`src/rtl/fiber_link_map.svh`:
```
// timing and reset constants of the fiber link transceiver control
`ifndef FIBER_LINK_MAP_SVH
`define FIBER_LINK_MAP_SVH
`define FL_CLK_MHZ        250
`define FL_BIT_NS         100
`define FL_IDLE_DET_NS    200
`define FL_IDLE_FIRST_NS  1000
`define FL_IDLE_LOW_NS    500
`define FL_IDLE_PER_NS    1000
`define FL_IDLE_MIN_NS    400
`define FL_CS0_HALF_NS    50
`define FL_CS0_HOLD_NS    300
`define FL_LINE_RST       1'b1
`endif

```
`src/rtl/fiber_link_pkg.sv`:
```
// types of the fiber link transceiver control
`default_nettype none
package fiber_link_pkg;
    typedef enum logic [1:0] {SRC_NONE, SRC_DO, SRC_RX} di_src_t;
endpackage
`default_nettype wire

```
`src/rtl/fiber_link_transceiver_ctrl.sv`:
```
// fiber link transceiver control: transmit, loopback, receive, collision
`include "fiber_link_map.svh"
`default_nettype none
// Notes on behaviour
// at packet start from DO at most two bit cells are lost on fiber.
// after the first bit every DO bit reaches the transmit fiber.
// DO to transmit fiber steady delay is at most half a bit cell.
// high optical power is logic low; no inversion from DO to fiber.
// start-up delay varies by at most 2 bit cells between packets.
// each DO packet loops back to DI, at most five bits lost; the code loops DO back only if it starts while DI has no owner.
// DO to DI loopback delay at most one bit cell, no inversion.
// DO going idle after a packet never raises collision indication.
// while DO is idle the transmit fiber carries optical idle.
// first idle pulse comes 400 to 2100 ns after packet end.
// no spurious optical activity, also at power up or down.
// at most two bits lost from receive fiber before DI.
// receive fiber to DI steady delay at most half a bit cell.
// no spurious activity on DI, also at power up or down.
// without collision CI holds the idle signal.
// during collision CI carries a 10 MHz pulse train.
// CI pulses start within 3.5 bit times of both sides active.
// CI pulses stop 4.5 to 7 bit times after overlap ends.
// during collision DI carries only the packet that came first.
// near-simultaneous arrivals still choose exactly one for DI.
// no spurious signals on CI, also at power up or down.
// windows are counted in clock cycles from activity detectors.
module fiber_link_transceiver_ctrl #(
    parameter int CNT_W = 10
) (
    input  wire logic clk,
    input  wire logic reset_n,
    input  wire logic do_line,
    input  wire logic rx_fiber,
    output var  logic tx_fiber,
    output var  logic di_line,
    output var  logic di_en,
    output var  logic ci_line,
    output var  logic ci_en
);
    localparam int MHZ = `FL_CLK_MHZ;
    localparam int DET_C = (`FL_IDLE_DET_NS * MHZ) / 1000;
    localparam int FIRST_C = (`FL_IDLE_FIRST_NS * MHZ) / 1000;
    localparam int LOW_C = (`FL_IDLE_LOW_NS * MHZ) / 1000;
    localparam int PER_C = (`FL_IDLE_PER_NS * MHZ) / 1000;
    localparam int HALF_C = (`FL_CS0_HALF_NS * MHZ) / 1000;
    localparam int HOLD_C = (`FL_CS0_HOLD_NS * MHZ + 999) / 1000;
    localparam logic [CNT_W-1:0] DET_V = CNT_W'(DET_C);
    localparam logic [CNT_W-1:0] FIRST_V = CNT_W'(FIRST_C);
    localparam logic [CNT_W-1:0] LOW_V = CNT_W'(FIRST_C + LOW_C);
    localparam logic [CNT_W-1:0] WRAP_V = CNT_W'(FIRST_C + PER_C - 1);
    localparam logic [CNT_W-1:0] HALF_V = CNT_W'(HALF_C - 1);
    localparam logic [CNT_W-1:0] HOLD_V = CNT_W'(HOLD_C);
    localparam int MIN_C = (`FL_IDLE_MIN_NS * MHZ) / 1000;
    localparam logic [CNT_W-1:0] MIN_V = CNT_W'(MIN_C);
    localparam int FIRST_LIM = 260;

    if ((2 ** CNT_W) <= (FIRST_C + PER_C) || HOLD_C >= (2 ** CNT_W)) begin
        $error("CNT_W too narrow for the timing counts");
    end

    // two-flop synchronisers; index 0 is DO, index 1 the receive fiber
    logic [1:0]            meta_q;
    logic [1:0]            sync_q;
    logic [1:0]            prev_q;
    logic [1:0]            prev_d;
    logic [1:0]            act_q;
    logic [1:0]            act_d;
    logic [1:0]            start;
    logic [1:0][CNT_W-1:0] gap_q;
    logic [1:0][CNT_W-1:0] gap_d;

    always_ff @(posedge clk or negedge reset_n) begin
        if (!reset_n) begin
            meta_q <= {2{`FL_LINE_RST}};
            sync_q <= {2{`FL_LINE_RST}};
        end else begin
            meta_q <= {rx_fiber, do_line};
            sync_q <= meta_q;
        end
    end

    // activity needs two edges closer than the idle gap, so single
    // optical idle pulses never count as a packet
    for (genvar i = 0; i < 2; i++) begin : g_det
        always_comb begin
            logic edge_seen;
            edge_seen = sync_q[i] != prev_q[i];
            prev_d[i] = sync_q[i];
            start[i] = edge_seen && !act_q[i] && gap_q[i] < DET_V;
            if (edge_seen) begin
                gap_d[i] = '0;
            end else if (gap_q[i] < DET_V) begin
                gap_d[i] = gap_q[i] + 1'b1;
            end else begin
                gap_d[i] = gap_q[i];
            end
            act_d[i] = start[i] || (act_q[i] && gap_q[i] < DET_V);
        end

        always_ff @(posedge clk or negedge reset_n) begin
            if (!reset_n) begin
                prev_q[i] <= `FL_LINE_RST;
                gap_q[i]  <= DET_V;
                act_q[i]  <= 1'b0;
            end else begin
                prev_q[i] <= prev_d[i];
                gap_q[i]  <= gap_d[i];
                act_q[i]  <= act_d[i];
            end
        end
    end

    // transmit path with optical idle generator
    logic [CNT_W-1:0] ph_q;
    logic [CNT_W-1:0] ph_d;
    logic             tx_d;

    always_comb begin
        if (act_q[0]) begin
            ph_d = '0;
        end else if (ph_q == WRAP_V) begin
            ph_d = FIRST_V;
        end else begin
            ph_d = ph_q + 1'b1;
        end
        if (act_q[0]) begin
            // fixed latency: sync plus one flop, same for every packet
            tx_d = sync_q[0];
        end else begin
            // idle pulse is high power, which is logic low on the fiber
            tx_d = !(ph_q >= FIRST_V && ph_q < LOW_V);
        end
    end

    always_ff @(posedge clk or negedge reset_n) begin
        if (!reset_n) begin
            ph_q     <= '0;
            tx_fiber <= `FL_LINE_RST;
        end else begin
            ph_q     <= ph_d;
            tx_fiber <= tx_d;
        end
    end

    // cycles since the fiber last went dark; only the idle spacing check
    // reads it, saturating so a long quiet spell never wraps
    logic [CNT_W-1:0] dark_q;
    logic [CNT_W-1:0] dark_d;

    always_comb begin
        if (tx_d && !tx_fiber) begin
            dark_d = '0;
        end else if (dark_q != '1) begin
            dark_d = dark_q + 1'b1;
        end else begin
            dark_d = dark_q;
        end
    end

    always_ff @(posedge clk or negedge reset_n) begin
        if (!reset_n) begin
            dark_q <= '1;
        end else begin
            dark_q <= dark_d;
        end
    end

    // DI source selection: first packet to start owns DI until it ends
    fiber_link_pkg::di_src_t src_q;
    fiber_link_pkg::di_src_t src_d;
    logic                    di_d;
    logic                    di_en_d;

    always_comb begin
        src_d = src_q;
        unique case (src_q)
            fiber_link_pkg::SRC_NONE: begin
                // DO wins a tie, so exactly one packet is chosen
                if (start[0]) begin
                    src_d = fiber_link_pkg::SRC_DO;
                end else if (start[1]) begin
                    src_d = fiber_link_pkg::SRC_RX;
                end
            end
            fiber_link_pkg::SRC_DO: begin
                if (!act_q[0]) begin
                    src_d = fiber_link_pkg::SRC_NONE;
                end
            end
            fiber_link_pkg::SRC_RX: begin
                if (!act_q[1]) begin
                    src_d = fiber_link_pkg::SRC_NONE;
                end
            end
            default: src_d = fiber_link_pkg::SRC_NONE;
        endcase
        unique case (src_q)
            fiber_link_pkg::SRC_DO: begin
                di_d    = sync_q[0];
                di_en_d = 1'b1;
            end
            fiber_link_pkg::SRC_RX: begin
                di_d    = sync_q[1];
                di_en_d = 1'b1;
            end
            default: begin
                di_d    = `FL_LINE_RST;
                di_en_d = 1'b0;
            end
        endcase
    end

    always_ff @(posedge clk or negedge reset_n) begin
        if (!reset_n) begin
            src_q   <= fiber_link_pkg::SRC_NONE;
            di_line <= `FL_LINE_RST;
            di_en   <= 1'b0;
        end else begin
            src_q   <= src_d;
            di_line <= di_d;
            di_en   <= di_en_d;
        end
    end

    // collision presence: only overlap of both sides raises CI, never
    // the end of a lone DO packet, so no test sequence is produced
    logic             coll;
    logic [CNT_W-1:0] hold_q;
    logic [CNT_W-1:0] hold_d;
    logic [CNT_W-1:0] tone_q;
    logic [CNT_W-1:0] tone_d;
    logic             ci_d;
    logic             ci_en_d;

    assign coll = act_q[0] && act_q[1];

    always_comb begin
        if (coll) begin
            hold_d = HOLD_V;
        end else if (hold_q != '0) begin
            hold_d = hold_q - 1'b1;
        end else begin
            hold_d = '0;
        end
        ci_en_d = hold_d != '0;
        if (!ci_en_d) begin
            ci_d   = `FL_LINE_RST;
            tone_d = '0;
        end else if (!ci_en) begin
            ci_d   = 1'b1;
            tone_d = '0;
        end else if (tone_q == HALF_V) begin
            ci_d   = !ci_line;
            tone_d = '0;
        end else begin
            ci_d   = ci_line;
            tone_d = tone_q + 1'b1;
        end
    end

    always_ff @(posedge clk or negedge reset_n) begin
        if (!reset_n) begin
            hold_q  <= '0;
            tone_q  <= '0;
            ci_line <= `FL_LINE_RST;
            ci_en   <= 1'b0;
        end else begin
            hold_q  <= hold_d;
            tone_q  <= tone_d;
            ci_line <= ci_d;
            ci_en   <= ci_en_d;
        end
    end
endmodule
`default_nettype wire

```
`config.mk`:
```
export PLATFORM = sky130hd
export DESIGN_NAME = fiber_link_transceiver_ctrl
export DESIGN_NICKNAME = d
export VERILOG_FILES = /design/src/rtl/fiber_link_pkg.sv /design/src/rtl/fiber_link_transceiver_ctrl.sv
export VERILOG_INCLUDE_DIRS = /design/src /design/src/rtl
export SDC_FILE = /design/constraint.sdc
export NUM_CORES = 1
export LEC_CHECK = 0
export CORE_MARGIN = 5
export CORE_UTILIZATION = 45
export DETAILED_ROUTE_END_ITERATION = 8
export DONT_BUFFER_PORTS = 1
export GPL_TIMING_DRIVEN = 0
export PLACE_DENSITY_LB_ADDON = 0.25
export SETUP_SLACK_MARGIN = 0.05
export SYNTH_ARGS = -nofsm -noshare
export SYNTH_HDL_FRONTEND = slang
export SYNTH_SLANG_ARGS = --single-unit
export TNS_END_PERCENT = 100
```
`constraint.sdc`:
```
create_clock -name clk -period 2.23 [get_ports clk]
set_input_delay 0.223 -clock clk [delete_from_list [all_inputs] [get_ports clk]]
set_output_delay 0.223 -clock clk [all_outputs]
set_load 0.02 [all_outputs]
```
==> results.txt <==
status: finished clean
GP Congestion: 0.858
DIE WIDTH: 92.6 um
Logic pwr share: 0.152
ys flop type: dfrtp_1
Final min period: 2.14 ns
drt first pass iters: 4
ANT nets after route: 0
area share of the largest cell type after synthesis: 0.407
fin crit share: 0.957
CTS tree: built
vias in the first global route: 2023
syn_nets: 306
Clock Path Buffers: 2
Least-Margin Pin Slew: 0.718 ns
Slew Limit Fails: 0
share of cells above drive strength 1: 0.205
post-synthesis cell type count: 46
Worst-Skew Late Latency: 0.33 ns
clock tree sinks: 65
number of antenna violations at the first check in global routing: 0
Die Span Y: 92.6 um
DR iter-0 viols: 109
top cell type by total area after synthesis: dfrtp_1
kind of critical path: reg -> reg
Crit path required time: 2.43 ns
largest net degree at the start of global routing: 66
CTS root buf: clkbuf_8
gr busiest metal: met2
P per Cell Area: 803 nW/um2
fillers: 580
Synth Warn #: 0
internal power: 2.08 mW
Routed WL: 5.48 mm
Rows: 30
flip-flop and latch count after synthesis: 65
sequential cell area: 1650 um2
clock share of power: 0.336
largest cells by area after synthesis: dfrtp_1 41%, dfstp_2 13%, xnor2_1 5.1%, nor2_1 4.6%, ha_1 3.7%
Critical Path End Type: flop
Sw Share: 0.273
initial core utilization: 0.457
first-pass GRT wire length: 9.34 mm
Min Hold Slack: 0.351 ns
Syn Inst Count: 293
Overall Power: 2.86 mW
hpwl dp: 3.51 mm
Worst Hold Class: reg -> reg
TritonCTS buffer count: 9
peak supply drop: 472 uV
sw power: 0.780 mW
top-count cell post-synth: dfrtp_1
full die area: 8570 um2
mapped cell area: 3070 um2
Fmax: 468 MHz
endpoints failing hold: 0
routed len/inst: 13.6 um
GRT Residual Overflow: 0
RSZ-0062 raised after global routing: true
met3 Use GR: 0.0309
Final setup viols: 0
Final Util: 0.530
area occupied by multi-input gates: 1440 um2
Tot GR Track Use: 0.137
port buffer count: 0
Post-synth top cells: 50 x dfrtp_1, 38 x nor2_1, 26 x nand2_1, 18 x nand3_1, 18 x xnor2_1
max_slew headroom: 0.516
CP Launch Type: flop
number of H-tree levels: 3
Avg Inst Size Synth: 10.5 um2
crit path DAT: 2.33 ns
ANT cells: 0
GRT met1 Usage: 0.182
Reg power frac: 0.512
Placeable Area: 6720 um2
worst reg2reg setup slack: 0.09 ns
leakage power: 1.50 nW
Vias/cell: 5.30
Boundary Pins: 9
DRC: 0
EDFF count, synth: 0
clock skew: 0.0107 ns
Max-cap violations: 0
sequential-to-total area share from yosys stat: 0.536
Post-synth ARST share: 1.00
Critical Path Fanout Max: 5
met2 track demand over resource: 0.215
via count: 2130
area grow syn2layout: 16.0%
Layout Nets: 330
clock-pin slew on the worst setup and hold paths: 0.07 ns
power by group through the flow:
stage	Combinational (mW)	Clock, mW	Sequential (mW)
2_1_floorplan	0.353	0	1.46
3_3_place_gp	0.396	0	1.48
3_5_place_dp	0.405	0	1.49
4_1_cts	0.443	0.999	1.47
5_1_grt	0.491	1.06	1.49
6_report	0.436	0.961	1.46
cells by family (layout without fill, tap and decap cells):
group / Yosys count / after routing / synth area share
fa+ha+maj: 9 / 9 / 0.0367
buf+inv: 12 / 41 / 0.0175
mux: 1 / 1 / 0.00326
xor+xnor: 30 / 30 / 0.0856
compound gates: 48 / 48 / 0.109
flops: 65 / 65 / 0.536
simple gates: 128 / 128 / 0.212
through the flow:
stage	std cells	TNS (ns)	setup slack, ns	instance area, um2
5_1_grt	402	-0.207	-0.0308	3560
2_1_floorplan	293	0	0.261	3070
3_5_place_dp	373	-0.306	-0.0389	3170
4_1_cts	393	0	0.0640	3430
6_report	402	0	0.0949	3560
3_3_place_gp	373	-0.290	-0.0302	3170
repair_timing:
action | 4_1_cts | 5_1_grt
buffers inserted | 0 | 8
cloned | 0 | 1
setup endpoints to repair | 10 | 10
hold buffers | 4 | 0
hold endpoints to repair | 67 | 0
pin swaps | 0 | 4
gates resized for setup | 3 | 13
placed cells by master (no fill, tap or decap), drive strengths merged, types with 3 or more instances in the layout:
| cell | instances |
|---|---|
| nor3 | 3 |
| nor4 | 3 |
| xnor2 | 18 |
| buf | 12 |
| nor2 | 38 |
| or3 | 5 |
| a21oi | 22 |
| clkbuf | 17 |
| dlygate4sd3 | 3 |
| nand2 | 26 |
| and2 | 11 |
| dfrtp | 50 |
| nand4 | 8 |
| ha | 9 |
| dfstp | 15 |
| xor2 | 12 |
| nand3 | 18 |
| inv | 6 |
| o21ai | 10 |
metal layers:
| layer | vias up | share of wire | wire, um |
|---|---|---|---|
| met3 | 9 | 0.033 | 178 |
| met4 | 0 | 0.016 | 90 |
| met2 | 35 | 0.46 | 2510 |
| met5 | - | 0 | 0 |
| li1 | 1071 | - | - |
| met1 | 1015 | 0.49 | 2700 |
sequential cells by signal (all words and copies together) (netlist names), 2 cells and up:
| signal | flops |
|---|---|
| tone_q | 10 |
| src_q | 2 |
| gap_q | 20 |
| ph_q | 10 |
| prev_q | 2 |
| meta_q | 2 |
| act_q | 2 |
| prev_d | 2 |
| hold_q | 10 |
path summary, 6_finish.rpt:
check / start / to / cells after the start
min reg2reg: meta_q[0] / prev_d[0] / 0
min in group asynchronous: reset_n / gap_q[13] / 2
min: meta_q[0] / prev_d[0] / 0
max in group asynchronous: reset_n / gap_q[4] / 2
max: hold_q[0] / tone_q[0] / 7
max reg2reg: hold_q[0] / tone_q[0] / 7
cell type report:
class                      count  area share
sequential                    65       0.463
multi-input combinational    216       0.405
clock buffer                  13      0.0418
timing repair buffer          13      0.0362
tap                           80      0.0281
clock inverter                 3      0.0112
buffer                         6     0.00878
inverter                       6     0.00632
critical path, stage by stage, from the launching register on:
cell,delay [ns]
dfrtp_1,0.38
buf_4,0.14
nor3_1,0.45
nand3_1,0.19
mux2i_1,0.27
nor3b_4,0.34
buf_6,0.18
a21oi_2,0.06
Note: power is estimated with default switching activity, not from simulation.
